## src/hdl/cmx_pkg.sv

```systemverilog
// constants, register map and field layouts of the mixer and converter control bank
package cmx_pkg;

   // apb address layout: byte address = 4 * register index
   localparam int CMX_IDX_LSB = 2;
   localparam int CMX_IDX_W = 8;
   localparam int CMX_PAGE_LSB = 10;
   localparam int CMX_PAGE_W = 3;
   localparam int CMX_KIND_BIT = 14;
   localparam int CMX_ADDR_W = 16;
   localparam int CMX_DATA_W = 32;
   localparam logic CMX_KIND_CHANNEL = 1'h0;
   localparam logic CMX_KIND_CONVERTER = 1'h1;

   // channel page register indices
   localparam logic [7:0] CMX_IDX_QSEL = 8'h27;
   localparam logic [7:0] CMX_IDX_FREQ_HI = 8'h7A;
   localparam logic [7:0] CMX_IDX_FREQ_LO = 8'h7B;
   localparam logic [7:0] CMX_IDX_COMP = 8'h7E;
   // converter page register indices
   localparam logic [7:0] CMX_IDX_UPPER = 8'h07;
   localparam logic [7:0] CMX_IDX_LOWER = 8'h08;
   localparam logic [7:0] CMX_IDX_CAL = 8'hD5;
   localparam logic [7:0] CMX_IDX_CAL_STAT = 8'hD6;

   // field positions
   localparam int CMX_QSEL_BIT = 6;
   localparam int CMX_COMP467_BIT = 2;
   localparam int CMX_COMP0_BIT = 1;
   localparam int CMX_COMP13_BIT = 0;
   localparam int CMX_CAL_EN_BIT = 3;
   localparam int CMX_CAL_DONE_BIT = 0;
   localparam int CMX_BYTE_W = 8;

   // reset values
   localparam logic [15:0] CMX_FREQ_RST = 16'h0000;
   localparam logic CMX_COMP467_RST = 1'h0;
   localparam logic CMX_COMP0_RST = 1'h1;
   localparam logic CMX_COMP13_RST = 1'h1;
   localparam logic CMX_QSEL_RST = 1'h0;
   localparam logic [7:0] CMX_UPPER_RST = 8'hFF;
   localparam logic [7:0] CMX_LOWER_RST = 8'h00;
   localparam logic CMX_CAL_RST = 1'h0;

   typedef struct packed {
      logic quick_overrange_select;
      logic comp_boost_modes_four_six_seven;
      logic comp_boost_mode_zero;
      logic comp_boost_modes_one_three;
      logic [15:0] osc_freq_word;
   } cmx_chan_s;

   typedef struct packed {
      logic [7:0] fast_overrange_upper_threshold;
      logic [7:0] fast_overrange_lower_threshold;
      logic cal_enable;
      logic cal_toggled;
   } cmx_conv_s;

   typedef enum logic [0:0] {
      CMX_PH_IDLE,
      CMX_PH_ACK
   } cmx_phase_e;

endpackage : cmx_pkg

```

## src/hdl/cmx_regs.sv

```systemverilog
// apb register bank for per-channel mixer settings and per-converter over-range and calibration
// Notes on behaviour
// - channel page register holds oscillator frequency word bits 15:8, reset zero.
// - channel page register holds oscillator frequency word bits 7:0, reset zero.
// - oscillator frequency equals word times sample rate over 65536, word 0..65535.
// - compensation bit 2 gives 6 dB gain in modes 4, 6, 7; reset zero.
// - compensation bit 1 gives 6 dB gain in mode 0; reset one.
// - compensation bit 0 gives 6 dB gain in modes 1 and 3; reset one.
// - each converter page has an 8-bit upper over-range threshold, reset all ones.
// - each converter page has an 8-bit lower over-range threshold, reset zero.
// - converter calibration register bit 3 enables calibration; other bits unused.
// - per-channel bit selects fast or delay-matched over-range indication.
//
// Register access over APB was chosen for this implementation.
`timescale 1ns/1ns
module cmx_regs #(
   parameter int NUM_CH = 4,
   parameter int NUM_ADC = 8
) (
   input wire logic CLK,
   input wire logic RST_N,
   input wire logic PSEL,
   input wire logic PENABLE,
   input wire logic PWRITE,
   input wire logic [cmx_pkg::CMX_ADDR_W-1:0] PADDR,
   input wire logic [cmx_pkg::CMX_DATA_W-1:0] PWDATA,
   input wire logic [3:0] PSTRB,
   output logic [cmx_pkg::CMX_DATA_W-1:0] PRDATA,
   output logic PREADY,
   output logic PSLVERR,
   output cmx_pkg::cmx_chan_s [NUM_CH-1:0] CHAN_CFG,
   output cmx_pkg::cmx_conv_s [NUM_ADC-1:0] CONV_CFG
);

   logic rst_meta;
   logic rst_n;

   // reset release through two flops; assertion stays asynchronous
   always_ff @(posedge CLK or negedge RST_N) begin
      if (!RST_N) begin
         rst_meta <= 1'h0;
         rst_n <= 1'h0;
      end else begin
         rst_meta <= 1'h1;
         rst_n <= rst_meta;
      end
   end

   // address decode
   logic kind;
   logic [cmx_pkg::CMX_PAGE_W-1:0] page;
   logic [cmx_pkg::CMX_IDX_W-1:0] idx;
   logic page_ok;
   logic idx_ok;
   logic hit;

   always_comb begin
      kind = PADDR[cmx_pkg::CMX_KIND_BIT];
      page = PADDR[cmx_pkg::CMX_PAGE_LSB +: cmx_pkg::CMX_PAGE_W];
      idx = PADDR[cmx_pkg::CMX_IDX_LSB +: cmx_pkg::CMX_IDX_W];
      if (kind == cmx_pkg::CMX_KIND_CHANNEL) begin
         page_ok = (32'(page) < NUM_CH);
         idx_ok = (idx == cmx_pkg::CMX_IDX_QSEL) || (idx == cmx_pkg::CMX_IDX_FREQ_HI) ||
                  (idx == cmx_pkg::CMX_IDX_FREQ_LO) || (idx == cmx_pkg::CMX_IDX_COMP);
      end else begin
         page_ok = (32'(page) < NUM_ADC);
         idx_ok = (idx == cmx_pkg::CMX_IDX_UPPER) || (idx == cmx_pkg::CMX_IDX_LOWER) ||
                  (idx == cmx_pkg::CMX_IDX_CAL) || (idx == cmx_pkg::CMX_IDX_CAL_STAT);
      end
      // unused upper address bits and byte offsets must be zero for a hit
      hit = page_ok && idx_ok && (PADDR[1:0] == 2'h0) &&
            (PADDR[cmx_pkg::CMX_ADDR_W-1] == 1'h0) &&
            (PADDR[cmx_pkg::CMX_KIND_BIT-1:cmx_pkg::CMX_PAGE_LSB+cmx_pkg::CMX_PAGE_W] == '0);
   end

   // apb handshake: answer in the first access cycle, registered
   cmx_pkg::cmx_phase_e phase;
   cmx_pkg::cmx_phase_e next_phase;
   logic [cmx_pkg::CMX_DATA_W-1:0] next_prdata;
   logic next_pslverr;
   logic wr_ok;
   logic [7:0] rd_byte;

   always_comb begin
      next_phase = cmx_pkg::CMX_PH_IDLE;
      next_prdata = '0;
      next_pslverr = 1'h0;
      rd_byte = 8'h00;
      if (kind == cmx_pkg::CMX_KIND_CHANNEL && page_ok) begin
         case (idx)
            cmx_pkg::CMX_IDX_QSEL: begin
               rd_byte[cmx_pkg::CMX_QSEL_BIT] = CHAN_CFG[page].quick_overrange_select;
            end
            cmx_pkg::CMX_IDX_FREQ_HI: begin
               rd_byte = CHAN_CFG[page].osc_freq_word[15:8];
            end
            cmx_pkg::CMX_IDX_FREQ_LO: begin
               rd_byte = CHAN_CFG[page].osc_freq_word[7:0];
            end
            cmx_pkg::CMX_IDX_COMP: begin
               // upper five bits stay zero on readback
               rd_byte[cmx_pkg::CMX_COMP467_BIT] = CHAN_CFG[page].comp_boost_modes_four_six_seven;
               rd_byte[cmx_pkg::CMX_COMP0_BIT] = CHAN_CFG[page].comp_boost_mode_zero;
               rd_byte[cmx_pkg::CMX_COMP13_BIT] = CHAN_CFG[page].comp_boost_modes_one_three;
            end
            default: begin
               rd_byte = 8'h00;
            end
         endcase
      end else if (kind == cmx_pkg::CMX_KIND_CONVERTER && page_ok) begin
         case (idx)
            cmx_pkg::CMX_IDX_UPPER: begin
               rd_byte = CONV_CFG[page].fast_overrange_upper_threshold;
            end
            cmx_pkg::CMX_IDX_LOWER: begin
               rd_byte = CONV_CFG[page].fast_overrange_lower_threshold;
            end
            cmx_pkg::CMX_IDX_CAL: begin
               rd_byte[cmx_pkg::CMX_CAL_EN_BIT] = CONV_CFG[page].cal_enable;
            end
            cmx_pkg::CMX_IDX_CAL_STAT: begin
               rd_byte[cmx_pkg::CMX_CAL_DONE_BIT] = CONV_CFG[page].cal_toggled;
            end
            default: begin
               rd_byte = 8'h00;
            end
         endcase
      end
      case (phase)
         cmx_pkg::CMX_PH_IDLE: begin
            if (PSEL && !PENABLE) begin
               next_phase = cmx_pkg::CMX_PH_ACK;
               next_pslverr = !hit;
               if (!PWRITE && hit) begin
                  next_prdata = {{(cmx_pkg::CMX_DATA_W-cmx_pkg::CMX_BYTE_W){1'h0}}, rd_byte};
               end
            end
         end
         cmx_pkg::CMX_PH_ACK: begin
            next_phase = cmx_pkg::CMX_PH_IDLE;
         end
         default: begin
            next_phase = cmx_pkg::CMX_PH_IDLE;
         end
      endcase
      // a write lands only at the edge where the master sees pready
      wr_ok = PSEL && PENABLE && PREADY && PWRITE && hit && PSTRB[0];
   end

   always_ff @(posedge CLK or negedge rst_n) begin
      if (!rst_n) begin
         phase <= cmx_pkg::CMX_PH_IDLE;
         PREADY <= 1'h0;
         PRDATA <= '0;
         PSLVERR <= 1'h0;
      end else begin
         phase <= next_phase;
         PREADY <= (next_phase == cmx_pkg::CMX_PH_ACK);
         PRDATA <= next_prdata;
         PSLVERR <= next_pslverr;
      end
   end

   // register state: each page written only when its own page number is decoded
   cmx_pkg::cmx_chan_s [NUM_CH-1:0] next_chan;
   cmx_pkg::cmx_conv_s [NUM_ADC-1:0] next_conv;
   logic [7:0] wbyte;

   always_comb begin
      next_chan = CHAN_CFG;
      next_conv = CONV_CFG;
      wbyte = PWDATA[cmx_pkg::CMX_BYTE_W-1:0];
      for (int c = 0; c < NUM_CH; c++) begin
         if (wr_ok && kind == cmx_pkg::CMX_KIND_CHANNEL && 32'(page) == c) begin
            case (idx)
               cmx_pkg::CMX_IDX_QSEL: begin
                  next_chan[c].quick_overrange_select = wbyte[cmx_pkg::CMX_QSEL_BIT];
               end
               cmx_pkg::CMX_IDX_FREQ_HI: begin
                  next_chan[c].osc_freq_word[15:8] = wbyte;
               end
               cmx_pkg::CMX_IDX_FREQ_LO: begin
                  next_chan[c].osc_freq_word[7:0] = wbyte;
               end
               cmx_pkg::CMX_IDX_COMP: begin
                  next_chan[c].comp_boost_modes_four_six_seven =
                     wbyte[cmx_pkg::CMX_COMP467_BIT];
                  next_chan[c].comp_boost_mode_zero = wbyte[cmx_pkg::CMX_COMP0_BIT];
                  next_chan[c].comp_boost_modes_one_three = wbyte[cmx_pkg::CMX_COMP13_BIT];
               end
               default: begin
                  next_chan[c] = CHAN_CFG[c];
               end
            endcase
         end
      end
      for (int a = 0; a < NUM_ADC; a++) begin
         if (wr_ok && kind == cmx_pkg::CMX_KIND_CONVERTER && 32'(page) == a) begin
            case (idx)
               cmx_pkg::CMX_IDX_UPPER: begin
                  next_conv[a].fast_overrange_upper_threshold = wbyte;
               end
               cmx_pkg::CMX_IDX_LOWER: begin
                  next_conv[a].fast_overrange_lower_threshold = wbyte;
               end
               cmx_pkg::CMX_IDX_CAL: begin
                  next_conv[a].cal_enable = wbyte[cmx_pkg::CMX_CAL_EN_BIT];
                  // falling enable marks the start-up toggle as done; any write with enable set re-arms it
                  if (CONV_CFG[a].cal_enable && !wbyte[cmx_pkg::CMX_CAL_EN_BIT]) begin
                     next_conv[a].cal_toggled = 1'h1;
                  end else if (wbyte[cmx_pkg::CMX_CAL_EN_BIT]) begin
                     next_conv[a].cal_toggled = 1'h0;
                  end
               end
               default: begin
                  next_conv[a] = CONV_CFG[a];
               end
            endcase
         end
      end
   end

   always_ff @(posedge CLK or negedge rst_n) begin
      if (!rst_n) begin
         for (int c = 0; c < NUM_CH; c++) begin
            CHAN_CFG[c].quick_overrange_select <= cmx_pkg::CMX_QSEL_RST;
            CHAN_CFG[c].comp_boost_modes_four_six_seven <= cmx_pkg::CMX_COMP467_RST;
            CHAN_CFG[c].comp_boost_mode_zero <= cmx_pkg::CMX_COMP0_RST;
            CHAN_CFG[c].comp_boost_modes_one_three <= cmx_pkg::CMX_COMP13_RST;
            CHAN_CFG[c].osc_freq_word <= cmx_pkg::CMX_FREQ_RST;
         end
         for (int a = 0; a < NUM_ADC; a++) begin
            CONV_CFG[a].fast_overrange_upper_threshold <= cmx_pkg::CMX_UPPER_RST;
            CONV_CFG[a].fast_overrange_lower_threshold <= cmx_pkg::CMX_LOWER_RST;
            CONV_CFG[a].cal_enable <= cmx_pkg::CMX_CAL_RST;
            CONV_CFG[a].cal_toggled <= 1'h0;
         end
      end else begin
         CHAN_CFG <= next_chan;
         CONV_CFG <= next_conv;
      end
   end

   // the oscillator itself scales osc_freq_word by fs / 2^16; only the word lives here

   property p_reset_values;
      @(posedge CLK) disable iff (!RST_N)
      !rst_n |-> CONV_CFG[0].fast_overrange_upper_threshold == 8'hFF &&
                 CONV_CFG[0].fast_overrange_lower_threshold == 8'h00 &&
                 CHAN_CFG[0].osc_freq_word == 16'h0000 && !CONV_CFG[0].cal_enable;
   endproperty
   a_reset_values: assert property (p_reset_values) else $error("bad reset value");

   property p_comp_reset;
      @(posedge CLK) disable iff (!RST_N)
      !rst_n |-> CHAN_CFG[0].comp_boost_mode_zero && CHAN_CFG[0].comp_boost_modes_one_three &&
                 !CHAN_CFG[0].comp_boost_modes_four_six_seven;
   endproperty
   a_comp_reset: assert property (p_comp_reset) else $error("bad compensation reset");

   property p_freq_hi;
      @(posedge CLK) disable iff (!rst_n)
      (wr_ok && kind == cmx_pkg::CMX_KIND_CHANNEL && idx == cmx_pkg::CMX_IDX_FREQ_HI) |=>
         CHAN_CFG[$past(page)].osc_freq_word[15:8] == $past(PWDATA[7:0]) &&
         CHAN_CFG[$past(page)].osc_freq_word[7:0] == $past(CHAN_CFG[page].osc_freq_word[7:0]);
   endproperty
   a_freq_hi: assert property (p_freq_hi) else $error("upper frequency byte wrong");

   property p_freq_lo;
      @(posedge CLK) disable iff (!rst_n)
      (wr_ok && kind == cmx_pkg::CMX_KIND_CHANNEL && idx == cmx_pkg::CMX_IDX_FREQ_LO) |=>
         CHAN_CFG[$past(page)].osc_freq_word[7:0] == $past(PWDATA[7:0]) &&
         CHAN_CFG[$past(page)].osc_freq_word[15:8] == $past(CHAN_CFG[page].osc_freq_word[15:8]);
   endproperty
   a_freq_lo: assert property (p_freq_lo) else $error("lower frequency byte wrong");

   property p_comp_write;
      @(posedge CLK) disable iff (!rst_n)
      (wr_ok && kind == cmx_pkg::CMX_KIND_CHANNEL && idx == cmx_pkg::CMX_IDX_COMP) |=>
         {CHAN_CFG[$past(page)].comp_boost_modes_four_six_seven,
          CHAN_CFG[$past(page)].comp_boost_mode_zero,
          CHAN_CFG[$past(page)].comp_boost_modes_one_three} == $past(PWDATA[2:0]);
   endproperty
   a_comp_write: assert property (p_comp_write) else $error("compensation bits wrong");

   property p_unused_zero;
      @(posedge CLK) disable iff (!rst_n)
      (PSEL && PENABLE && PREADY && !PWRITE) |-> PRDATA[31:8] == 24'h000000;
   endproperty
   a_unused_zero: assert property (p_unused_zero) else $error("unused bits read nonzero");

   property p_cal_write;
      @(posedge CLK) disable iff (!rst_n)
      (wr_ok && kind == cmx_pkg::CMX_KIND_CONVERTER && idx == cmx_pkg::CMX_IDX_CAL) |=>
         CONV_CFG[$past(page)].cal_enable == $past(PWDATA[3]);
   endproperty
   a_cal_write: assert property (p_cal_write) else $error("calibration enable wrong");

   property p_thresholds;
      @(posedge CLK) disable iff (!rst_n)
      (wr_ok && kind == cmx_pkg::CMX_KIND_CONVERTER && idx == cmx_pkg::CMX_IDX_LOWER) |=>
         CONV_CFG[$past(page)].fast_overrange_lower_threshold == $past(PWDATA[7:0]) &&
         CONV_CFG[$past(page)].fast_overrange_upper_threshold ==
            $past(CONV_CFG[page].fast_overrange_upper_threshold);
   endproperty
   a_thresholds: assert property (p_thresholds) else $error("lower threshold wrong");

   property p_qsel;
      @(posedge CLK) disable iff (!rst_n)
      (wr_ok && kind == cmx_pkg::CMX_KIND_CHANNEL && idx == cmx_pkg::CMX_IDX_QSEL) |=>
         CHAN_CFG[$past(page)].quick_overrange_select == $past(PWDATA[6]);
   endproperty
   a_qsel: assert property (p_qsel) else $error("over-range select wrong");

   property p_isolation;
      @(posedge CLK) disable iff (!rst_n)
      (wr_ok && !(kind == cmx_pkg::CMX_KIND_CHANNEL && page == 3'h0)) |=> $stable(CHAN_CFG[0]);
   endproperty
   a_isolation: assert property (p_isolation) else $error("channel 0 changed by other page");

   property p_one_cycle_ready;
      @(posedge CLK) disable iff (!rst_n)
      (PSEL && !PENABLE) |=> PREADY ##1 !PREADY;
   endproperty
   a_one_cycle_ready: assert property (p_one_cycle_ready) else $error("pready not one cycle");

endmodule : cmx_regs

```

## config.mk

```make
export PLATFORM = sky130hd
export DESIGN_NAME = cmx_regs
export DESIGN_NICKNAME = d
export VERILOG_FILES = /design/src/hdl/cmx_pkg.sv /design/src/hdl/cmx_regs.sv
export SDC_FILE = /design/constraint.sdc
export NUM_CORES = 1
export LEC_CHECK = 0
export ABC_AREA = 1
export BUFFER_PORTS_ARGS = -buffer_cell sky130_fd_sc_hd__buf_2
export CORE_AREA = 10 10 182 184
export DETAILED_ROUTE_END_ITERATION = 6
export DIE_AREA = 0 0 192 194
export MAX_ROUTING_LAYER = met4
export PLACE_DENSITY = 0.62
export REMOVE_ABC_BUFFERS = 1
export SYNTH_ARGS = -nofsm -noshare
export SYNTH_HDL_FRONTEND = slang
export SYNTH_SLANG_ARGS = --single-unit
```

## constraint.sdc

```tcl
create_clock -name CLK -period 21.4 [get_ports CLK]
set_input_delay 2.14 -clock CLK [delete_from_list [all_inputs] [get_ports CLK]]
set_output_delay 2.14 -clock CLK [all_outputs]
set_load 0.005 [all_outputs]
```

==> key figures, run 1 <==
Run status
  • Status: complete, no violations

Critical path
  • Max incr delay on CP: 0.57 ns
  • Crit path cell chain: buf_2, buf_4, clkinv_1, buf_4, nand2_1, nor2_1, nand3b_1, nand2_1, nor2_1, nand2_2, nand4_4, nor2_4, nand2_1, nand2_1, nand2_1, inv_1
  • Crit-path max FO: 30
  • Buf/Inv on CP: 5
  • Critical-path top delay cell: nor2_4
  • Flop-to-flop setup slack: 18.79 ns
  • Critical path type: in -> reg
  • Worst setup EP type: register
  • Startpoint Class: input port
  • Top cell family by delay on the critical path: simple AND/OR/NAND/NOR gates
  • Worst Path Arrival: 5.19 ns
  • CP dominant cell by count: nand2_1
  • WP data required: 21.89 ns

Cells and area
  • Final Net Count: 1738
  • Post-Route Utilization: 0.477
  • Share of cells above drive strength 1: 0.249
  • Layout overhead on the synthesized area: 21.0%
  • FILL cells: 2951

Timing
  • Setup_tns: 0 ns
  • Final hold slack: 0.337 ns
  • Final hold vios: 0
  • Minimum clock period: 4.69 ns
  • Fmax: 0.213 GHz
  • Final setup viols: 0
  • Slew Limit Fails: 0
  • RSZ-0062 raised after global routing: no
  • Clock skew: 0.00979 ns
  • Headroom to the max-slew limit: 0.170
  • Setup slack after layout: 16.71 ns
  • Slew @ Worst Pin: 1.24 ns
  • Fin crit share: 0.219

Placed design
  • IO Port Bufs: 263
  • Pre-CTS WS: 16.20 ns
  • Detailed-placement wirelength estimate: 30600 µm
  • Placer congestion estimate: 0.865

Clock tree
  • Clock buffer depth: 3
  • Post-CTS Hold Buffers: 0
  • CTS buffer count: 28
  • H-tree depth: 1
  • Clock Sinks: 236
  • Clock-pin transition on the worst setup and hold timing paths: 0.06 ns
  • CTS tree: built
  • Root buf cell: clkbuf_16
  • Clock network latency to the later pin of the worst-skew pair: 0.55 ns
  • Post-CTS sizing: 0
  • Postcts setup bufs: 0

Die
  • Initial Util: 0.395
  • Die Ht: 194 µm
  • IO Pins: 315
  • Row count: 63
  • Core Region: 29400 µm²
  • Die width: 192 µm
  • Die area: 37200 µm²

Job
  • Max cap viols: 0

Drt
  • Detailed-route DRC error count: 0
  • Vias per cell: 5.23
  • DR vias: 10946
  • Post-Route WL: 44300 µm
  • Antenna-violating nets left: 0
  • Drt wl/cell: 21.2 µm
  • TritonRoute pass-1 iters: 5
  • First DRT Iteration DRCs: 999

Synth
  • Top-count cell post-synth: nand2_1
  • Dominant cells by area after synthesis: dfrtp_1 35%, dfstp_2 16%, nand2_1 14%, inv_1 5.9%, o21ai_0 4.6%
  • Cell variety after synth: 36
  • EDFF count, synth: 0
  • Commonest cells in the netlist: 432 x nand2_1, 182 x inv_1, 164 x dfrtp_1, 107 x o21ai_0, 97 x nand3_1
  • Share of the synthesized area in the top cell type: 0.354
  • Sequential share of the synthesized area: 0.517
  • Synth Flop Type: dfrtp_1
  • Mapped cell area: 11600 µm²
  • FFs w/ async S/R, synth: 1.00
  • Ys Warns: 0
  • Leading area contributor after synthesis: dfrtp_1
  • Post-Synthesis Cells: 1451
  • Number of synthesized register bits: 236
  • Synth Area per Inst: 7.99 µm²

Pwr
  • Pwr/cell area: 68.4 nW/µm²
  • Max VDD drop: 0.0527 mV
  • Leak: 6.97 nW

Global route
  • Initial antenna violation count: 1
  • Gr usage total: 0.236
  • Pin count of the biggest net entering global routing: 80
  • First-pass GRT wire length: 66500 µm
  • Vias in the first global route: 10759
  • GRT overflow: 0

Worst hold path
  • Worst Hold Class: reg -> async
-- cell families after synthesis --
| logic type | Yosys count | synth area share |
|---|---|---|
| AOI/OAI and AO/OA | 298 | 0.149 |
| buffers and inverters | 288 | 0.103 |
| DFF | 236 | 0.517 |
| other | 2 | 0.000647 |
| and+or+nand+nor | 627 | 0.231 |
-- state kept, by name, summed over array words and instances, names as in the netlist --
name and count:
phase 1, rst_n 1, CHAN_CFG 80, PSLVERR 1
CONV_CFG 144, rst_meta 1, PRDATA 8
-- metrics by stage --
step | instance area [µm²] | cells | total power, mW
finish | 14000 | 2093 | 0.960
floorplan | 11200 | 1374 | 0.480
detailed placement | 13100 | 2041 | 0.505
global placement | 13100 | 2041 | 0.504
global route | 14000 | 2092 | 0.990
CTS | 14000 | 2091 | 0.966
-- path summary, 6_finish.rpt --
kind,startpoint,cells after the start,to
worst max-delay path,PADDR[12],16,CONV_CFG[97]
worst min-delay path,rst_n,0,CONV_CFG[30]
worst max register to register,phase,8,CONV_CFG[97]
worst min register to register,rst_n,0,CONV_CFG[30]
max in group asynchronous,rst_n,2,CHAN_CFG[0]
min in group CLK,rst_meta,0,rst_n
-- cell usage in the layout, fill, tap and decap left out, types with 4 or more instances in the layout --
cell type	n
buf_4	14
nor3_1	6
a21oi_1	38
o21ai_0	107
nand4_1	22
dfrtp_1	163
o2111ai_1	5
nand3_1	97
nand2_2	12
nor2_1	34
clkbuf_8	4
nand2_1	432
dfstp_2	72
a22oi_1	62
inv_1	181
clkbuf_1	11
clkinv_1	7
nor2_2	9
clkbuf_16	29
o21ai_1	61
a22o_1	4
buf_2	263
o22ai_1	7
conb_1	25
nor2_4	8
-- cell type report --
type | count | area (µm²) | area share
sequential | 236 | 6000 | 0.428
multi-input combinational | 950 | 4530 | 0.323
timing repair buffer | 277 | 1420 | 0.101
clock buffer | 44 | 822 | 0.0586
inverter | 188 | 706 | 0.0503
tap | 390 | 488 | 0.0348
clock inverter | 6 | 60.1 | 0.00428
antenna | 2 | 5.00 | 0.000357
-- metal layers --
layer / share of wire / vias up / GRT usage / wire, µm
li1: - / 5121 / - / -
met1: 0.43 / 5270 / 0.308 / 18900
met2: 0.47 / 480 / 0.367 / 20700
met3: 0.080 / 75 / 0.0453 / 3540
met4: 0.026 / 0 / 0.0652 / 1140
met5: 0 / - / - / 0
-- power breakdown --
| group | leakage [nW] | total [mW] | internal (mW) | switching [mW] |
|---|---|---|---|---|
| Clock | 0.425 | 0.462 | 0.273 | 0.189 |
| Sequential | 2.85 | 0.448 | 0.448 | 0.000479 |
| Combinational | 3.70 | 0.0493 | 0.00833 | 0.0410 |
| Total | 6.97 | 0.960 | 0.729 | 0.230 |
-- worst reg2reg max path, cell delays in order, from the launching register on --
cell and delay (ns):
dfrtp_1 0.39, nand3_1 0.10, nor3_1 0.46, nand4_4 0.35, nor2_4 0.57, nand2_1 0.41
nand2_1 0.17, nand2_1 0.07, inv_1 0.05
No activity file was read; power rests on OpenSTA's default activity.
==> inputs of run 2 (changes only) <==
clock period = 4.9 ns   (was 21.4 ns; I/O delays follow)
==> key figures, run 2 (synthesis gave the netlist of run 1 again) <==
Run status
  • Status: complete, no violations

Drt
  • Antenna-violating nets left: 0 (unchanged)
  • Met2 WL: 21000 µm (+1.2%)
  • DR vias: 11070 (+1.1%)
  • Post-Route WL: 44900 µm (+1.3%)
  • Detailed-route DRC error count: 0 (unchanged)
  • Vias per cell: 5.29 (+1.1%)
  • First DRT Iteration DRCs: 1052 (+5.3%)
  • Met3 wire len: 3510 µm (-0.90%)
  • DR top layer: met4
  • Drt wl/cell: 21.4 µm (+1.2%)
  • WL met1: 19100 µm (+1.0%)
  • TritonRoute pass-1 iters: 5 (unchanged)

Placed design
  • Dpl cell area: 13200 µm² (+0.21%)
  • IO Port Bufs: 263 (unchanged)
  • Detailed-placement wirelength estimate: 31300 µm (+2.3%)
  • Pre-CTS WS: 1.60 ns (-14.61 ns)
  • Placer congestion estimate: 0.859 (-0.74%)

Cells and area
  • FILL cells: 2921 (-1.0%)
  • Max reg flops: 144 (unchanged)
  • Finished Cell Area: 14100 µm² (+0.45%)
  • Most frequent cells in the layout: 432 x nand2_1, 263 x buf_2, 181 x inv_1, 163 x dfrtp_1, 107 x o21ai_0
  • Layout overhead on the synthesized area: 21.5%
  • Share of cells above drive strength 1: 0.251 (+0.00206)
  • Top reg by flops: CONV_CFG
  • Commonest non-fill, non-tap cell in the layout: nand2_1
  • Final Net Count: 1740 (+0.12%)
  • Largest regs: CONV_CFG: 144 flops, CHAN_CFG: 80 flops, PRDATA: 8 flops

Timing
  • Setup slack after layout: 2.10 ns (-14.60 ns)
  • Minimum clock period: 2.80 ns
  • Setup_tns: 0 ns (unchanged)
  • Fin crit share: 0.571
  • Final hold vios: 0 (unchanged)
  • Headroom to the max-slew limit: 0.195 (+0.0252)
  • Slew @ Worst Pin: 1.20 ns (-0.0376 ns)
  • RSZ-0062 raised after global routing: no
  • Final hold slack: 0.222 ns (-0.115 ns)
  • Clock skew: 0.0109 ns (+0.00110 ns)
  • Fmax: 0.357 GHz
  • Final setup viols: 0 (unchanged)
  • Slew Limit Fails: 0 (unchanged)

Die
  • Row count: 63 (unchanged)
  • Die Ht: 194 µm (unchanged)
  • Die area: 37200 µm² (unchanged)
  • Die width: 192 µm (unchanged)
  • IO Pins: 315 (unchanged)
  • Core Region: 29400 µm² (unchanged)
  • Initial Util: 0.395 (unchanged)

Clock tree
  • Root buf cell: clkbuf_16
  • H-tree depth: 1 (unchanged)
  • Clock network latency to the later pin of the worst-skew pair: 0.54 ns (about the same)
  • Postcts setup bufs: 0 (unchanged)
  • Clock Sinks: 236 (unchanged)
  • Post-CTS sizing: 0 (unchanged)
  • CTS buffer count: 27 (-3.6%)
  • Post-CTS Hold Buffers: 1 (+1)
  • Clock buffer depth: 3 (unchanged)
  • CTS tree: built
  • Clock-pin transition on the worst setup and hold timing paths: 0.06 ns (about the same)

Worst hold path
  • Hold depth: 3
  • Hold_sp: PSEL
  • Worst Hold Class: in -> reg
  • Hold Path Sink: phase

Global route
  • Initial antenna violation count: 0 (-1)
  • Vias in the first global route: 10752 (-0.065%)
  • Gr usage total: 0.237 (+0.000778)
  • Pin count of the biggest net entering global routing: 122 (+53%)
  • First-pass GRT wire length: 66700 µm (+0.25%)
  • GRT overflow: 0 (unchanged)

Critical path
  • Startpoint Class: input port
  • Crit path cell chain: buf_2, buf_4, nor2_1, nand4_1, nand2_1, nor2_1, nand2_2, nand4_4, nor2_4, nand2_1, nand2_1, nand2_1, inv_1
  • Worst Path Arrival: 3.28 ns (-1.91 ns)
  • Flop-to-flop setup slack: 2.36 ns (-16.43 ns)
  • Max incr delay on CP: 0.57 ns (about the same)
  • Crit-path max FO: 29 (-3.3%)
  • Critical-path top delay cell: nor2_4
  • WP data required: 5.38 ns (-16.51 ns)
  • Critical path type: in -> reg
  • Worst setup EP type: register
  • CP dominant cell by count: nand2_1
  • FF-to-FF Start: phase
  • Reg-to-reg endpoint: CONV_CFG[106]
  • Worst reg2reg path depth: 8 (unchanged)

Pwr
  • Leak: 7.01 nW (+0.54%)
  • Pwr/cell area: 303 nW/µm² (+340%)
  • Max VDD drop: 0.193 mV (+270%)

Job
  • Max cap viols: 0 (unchanged)
## run 2: power by group
group | internal, mW | switching (mW)
Clock | 1.26 | 0.828
Sequential | 1.95 | 0.00736
Combinational | 0.0391 | 0.176
Total | 3.26 | 1.01
## run 2: how the worst max path moves through the flow
| stage | cells after the start | end | from | slack, ns |
|---|---|---|---|---|
| floorplan | 0 | CHAN_CFG[0] | rst_n | -2.04 |
| global placement | 13 | CONV_CFG[100] | PADDR[12] | 1.58 |
| detailed placement | 13 | CONV_CFG[100] | PADDR[12] | 1.60 |
| CTS | 13 | CONV_CFG[89] | PADDR[12] | 2.15 |
| global route | 13 | CONV_CFG[100] | PADDR[12] | 1.96 |
| finish | 13 | CONV_CFG[106] | PADDR[12] | 2.10 |
## run 2: stage by stage
step / std cells / total power [mW] / util
after floorplan: 1374 / 2.10 / -
after detailed placement: 2043 / 2.21 / 0.448
final: 2094 / 4.27 / 0.479
after CTS: 2093 / 4.30 / 0.479
after global placement: 2043 / 2.21 / 0.448
after global routing: 2093 / 4.39 / 0.479
## run 2: critical path: cells and delay by family
kind | cells | cell delay [ns]
buffers and inverters | 3 | 0.44
and+or+nand+nor | 10 | 2.34
## run 2: metal layers
| layer | vias to the layer above | GRT usage |
|---|---|---|
| met2 | 504 | 0.369 |
| met4 | 0 | 0.0655 |
| li1 | 5135 | - |
| met1 | 5353 | 0.313 |
| met3 | 78 | 0.0387 |
| met5 | - | - |
## run 2: area by class of cell
cell class,instances,area [µm²],area share
Inverter,188,706,0.0501
Clock inverter,8,121,0.00861
Timing Repair Buffer,280,1460,0.104
Clock buffer,41,788,0.0559
Sequential cell,236,6000,0.426
Antenna cell,1,2.50,0.000178
Multi-Input combinational cell,950,4530,0.321
Tap cell,390,488,0.0346
==> inputs of run 3 (changes only) <==
PLACE_DENSITY = 0.64   (was 0.62)
clock period = 2.3 ns   (was 4.9 ns; I/O delays follow)
==> key figures, run 3 (synthesis gave the netlist of run 1 again) <==
Critical path
  • Worst Path Arrival: 2.48 ns (-0.80 ns)
  • Critical-path top delay cell: dfrtp_1
  • WP depth: 7 (-6)
  • Crit path cell chain: nand3_1, nor3_1, buf_4, nand4_4, nor2_2, nand2_2, o21ai_0
  • Startpoint Class: register
  • Critical path type: reg -> reg
  • Crit path launch: phase
  • Top cell family by delay on the critical path: simple AND/OR/NAND/NOR gates
  • WP data required: 2.76 ns (-2.62 ns)
  • Max incr delay on CP: 0.38 ns (-0.19 ns)
  • Crit-path max FO: 16 (-45%)
  • Flop-to-flop setup slack: 0.28 ns (-2.08 ns)
  • FF-to-FF Start: phase
  • Worst setup EP type: register
  • Crit path to: CONV_CFG[13]
  • Worst reg2reg path depth: 7 (-1)
  • Reg-to-reg endpoint: CONV_CFG[13]
  • Buf/Inv on CP: 1 (-2)

Job
  • Max cap viols: 0 (unchanged)

Timing
  • Minimum clock period: 2.02 ns
  • Slew @ Worst Pin: 1.14 ns (-0.0566 ns)
  • Final hold vios: 0 (unchanged)
  • Fmax: 0.495 GHz
  • Fin crit share: 0.878
  • Final setup viols: 0 (unchanged)
  • Clock skew: 0.0197 ns (+0.00882 ns)
  • Slew Limit Fails: 0 (unchanged)
  • RSZ-0062 raised after global routing: no
  • Headroom to the max-slew limit: 0.233 (+0.0380)
  • Setup_tns: 0 ns (unchanged)

Pwr
  • Pwr/cell area: 611 nW/µm² (+100%)
  • Leak: 7.34 nW (+4.7%)
  • Register share of total power: 0.468 (+0.008)
  • Int Pwr: 6.75 mW (+110%)
  • Combinational Power Share: 0.058 (+0.008)
  • NetSw: 2.19 mW (+120%)
  • Sw Share: 0.245 (+0.00787)
  • Clock Power Share: 0.475 (-0.015)
  • Max VDD drop: 0.501 mV (+160%)

Drt
  • DR vias: 11330 (+2.3%)
  • Antenna-violating nets left: 0 (unchanged)
  • Vias per cell: 5.25 (-0.64%)
  • Detailed-route DRC error count: 0 (unchanged)
  • TritonRoute pass-1 iters: 5 (unchanged)
  • Post-Route WL: 45200 µm (+0.62%)
  • First DRT Iteration DRCs: 1079 (+2.6%)
  • Drt wl/cell: 20.9 µm (-2.3%)

Global route
  • Met1 GRT Util: 0.308 (-0.00496)
  • Vias in the first global route: 11045 (+2.7%)
  • GR Util met3: 0.0399 (+0.00126)
  • Busiest metal layer after global routing: met2
  • Gr usage total: 0.240 (+0.00335)
  • First-pass GRT wire length: 67600 µm (+1.4%)
  • Met2 Use GR: 0.384 (+0.0150)
  • GRT overflow: 0 (unchanged)
  • Pin count of the biggest net entering global routing: 44 (-64%)
  • Initial antenna violation count: 0 (unchanged)

Clock tree
  • Post-CTS sizing: 0 (unchanged)
  • Clock-pin transition on the worst setup and hold timing paths: 0.06 ns (about the same)
  • Clock network latency to the later pin of the worst-skew pair: 0.55 ns (about the same)
  • CTS tree: built
  • Root buf cell: clkbuf_16
  • Clock buffer depth: 3 (unchanged)
  • H-tree depth: 1 (unchanged)
  • CTS buffer count: 27 (unchanged)
  • Clock Sinks: 236 (unchanged)

Run status
  • Status: complete, no violations

Cells and area
  • Commonest non-fill, non-tap cell in the layout: nand2_1
  • Max reg flops: 144 (unchanged)
  • Top reg by flops: CONV_CFG
  • Layout overhead on the synthesized area: 26.1%
  • Largest regs: CONV_CFG: 144 flops, CHAN_CFG: 80 flops, PRDATA: 8 flops
  • Final Net Count: 1802 (+3.6%)
  • Most frequent cells in the layout: 432 x nand2_1, 263 x buf_2, 182 x inv_1, 163 x dfrtp_1, 107 x o21ai_0
  • FILL cells: 2903 (-0.62%)
  • Share of cells above drive strength 1: 0.277 (+0.0261)
  • Area of the multi-input gates: 4530 µm² (unchanged)
  • Sequential cell area: 6000 µm² (unchanged)
  • Non-filler cells, final: 2157 (+3.0%)

Placed design
  • Placed insts: 2102 (+2.9%)
  • Placer congestion estimate: 0.917 (+6.7%)
  • Detailed-placement wirelength estimate: 33200 µm (+6.0%)
  • IO Port Bufs: 263 (unchanged)

Die
  • Die Ht: 194 µm (unchanged)
  • Initial Util: 0.395 (unchanged)
  • Die width: 192 µm (unchanged)
  • IO Pins: 315 (unchanged)
  • Row count: 63 (unchanged)
  • Die area: 37200 µm² (unchanged)
  • Core Region: 29400 µm² (unchanged)

Worst hold path
  • Worst Hold Class: in -> reg
-- run 3: changes by cell type in the layout (fill, tap and decap cells not counted), sizes merged --
cell,change
dlygate4sd3,+3
buf,+59
inv,+3
clkinv,+2
clkinvlp,-1
bufinv,-3
-- run 3: per-stage QoR --
stage | total power, mW | worst slack (ns) | utilization | instance area [µm²] | hold WS (ns)
6_report | 8.94 | 0.281 | 0.498 | 14600 | 0.105
3_3_place_gp | 4.75 | 0.0975 | 0.466 | 13700 | 0.0164
3_5_place_dp | 4.76 | -0.00597 | 0.466 | 13700 | 0.0170
2_1_floorplan | 4.46 | -4.64 | - | 11200 | -0.0656
5_1_grt | 9.19 | 0.0685 | 0.497 | 14600 | 0.106
4_1_cts | 8.98 | 0.314 | 0.497 | 14600 | 0.0898
-- run 3: power groups by stage --
| stage | combinational [mW] | clock, mW | sequential (mW) |
|---|---|---|---|
| after detailed placement | 0.503 | 0 | 4.25 |
| after floorplan | 0.173 | 0 | 4.29 |
| after CTS | 0.509 | 4.29 | 4.18 |
| final | 0.514 | 4.24 | 4.18 |
| after global routing | 0.552 | 4.46 | 4.18 |
| after global placement | 0.499 | 0 | 4.25 |
-- run 3: routing by layer --
| layer | routed length (µm) | vias to the layer above |
|---|---|---|
| li1 | - | 5259 |
| met1 | 18700 | 5458 |
| met2 | 21400 | 526 |
| met3 | 3630 | 87 |
| met4 | 1410 | 0 |
| met5 | 0 | - |
-- run 3: how the worst min path moves through the flow --
| stage | from | cells past startpoint | to |
|---|---|---|---|
| 2_1_floorplan | RST_N | 0 | rst_meta |
| 3_3_place_gp | RST_N | 1 | rst_meta |
| 3_5_place_dp | RST_N | 1 | rst_meta |
| 4_1_cts | PWDATA[3] | 4 | CONV_CFG[0] |
| 5_1_grt | PWDATA[3] | 4 | CONV_CFG[126] |
| 6_report | PWRITE | 4 | PRDATA[0] |
-- run 3: area by class of cell --
class | instances | share of cell area
Antenna cell | 1 | 0.000171
Multi-Input combinational cell | 950 | 0.310
Inverter | 188 | 0.0482
Timing Repair Buffer | 342 | 0.139
Sequential cell | 236 | 0.410
Clock buffer | 41 | 0.0560
Clock inverter | 9 | 0.00359
Tap cell | 390 | 0.0334
-- run 3: worst reg2reg max path, cell delays in order (launching register included) --
cell,delay [ns]
dfrtp_1,0.38
nand3_1,0.09
nor3_1,0.17
buf_4,0.17
nand4_4,0.26
nor2_2,0.35
nand2_2,0.28
o21ai_0,0.26
-- run 3: repair_timing --
| item | in CTS | in global routing |
|---|---|---|
| setup endpoints to repair | 0 | 0 |
| endpoints found under the hold margin | 3 | 0 |
| hold buffers | 4 | 0 |
| setup buffers | 0 | 0 |
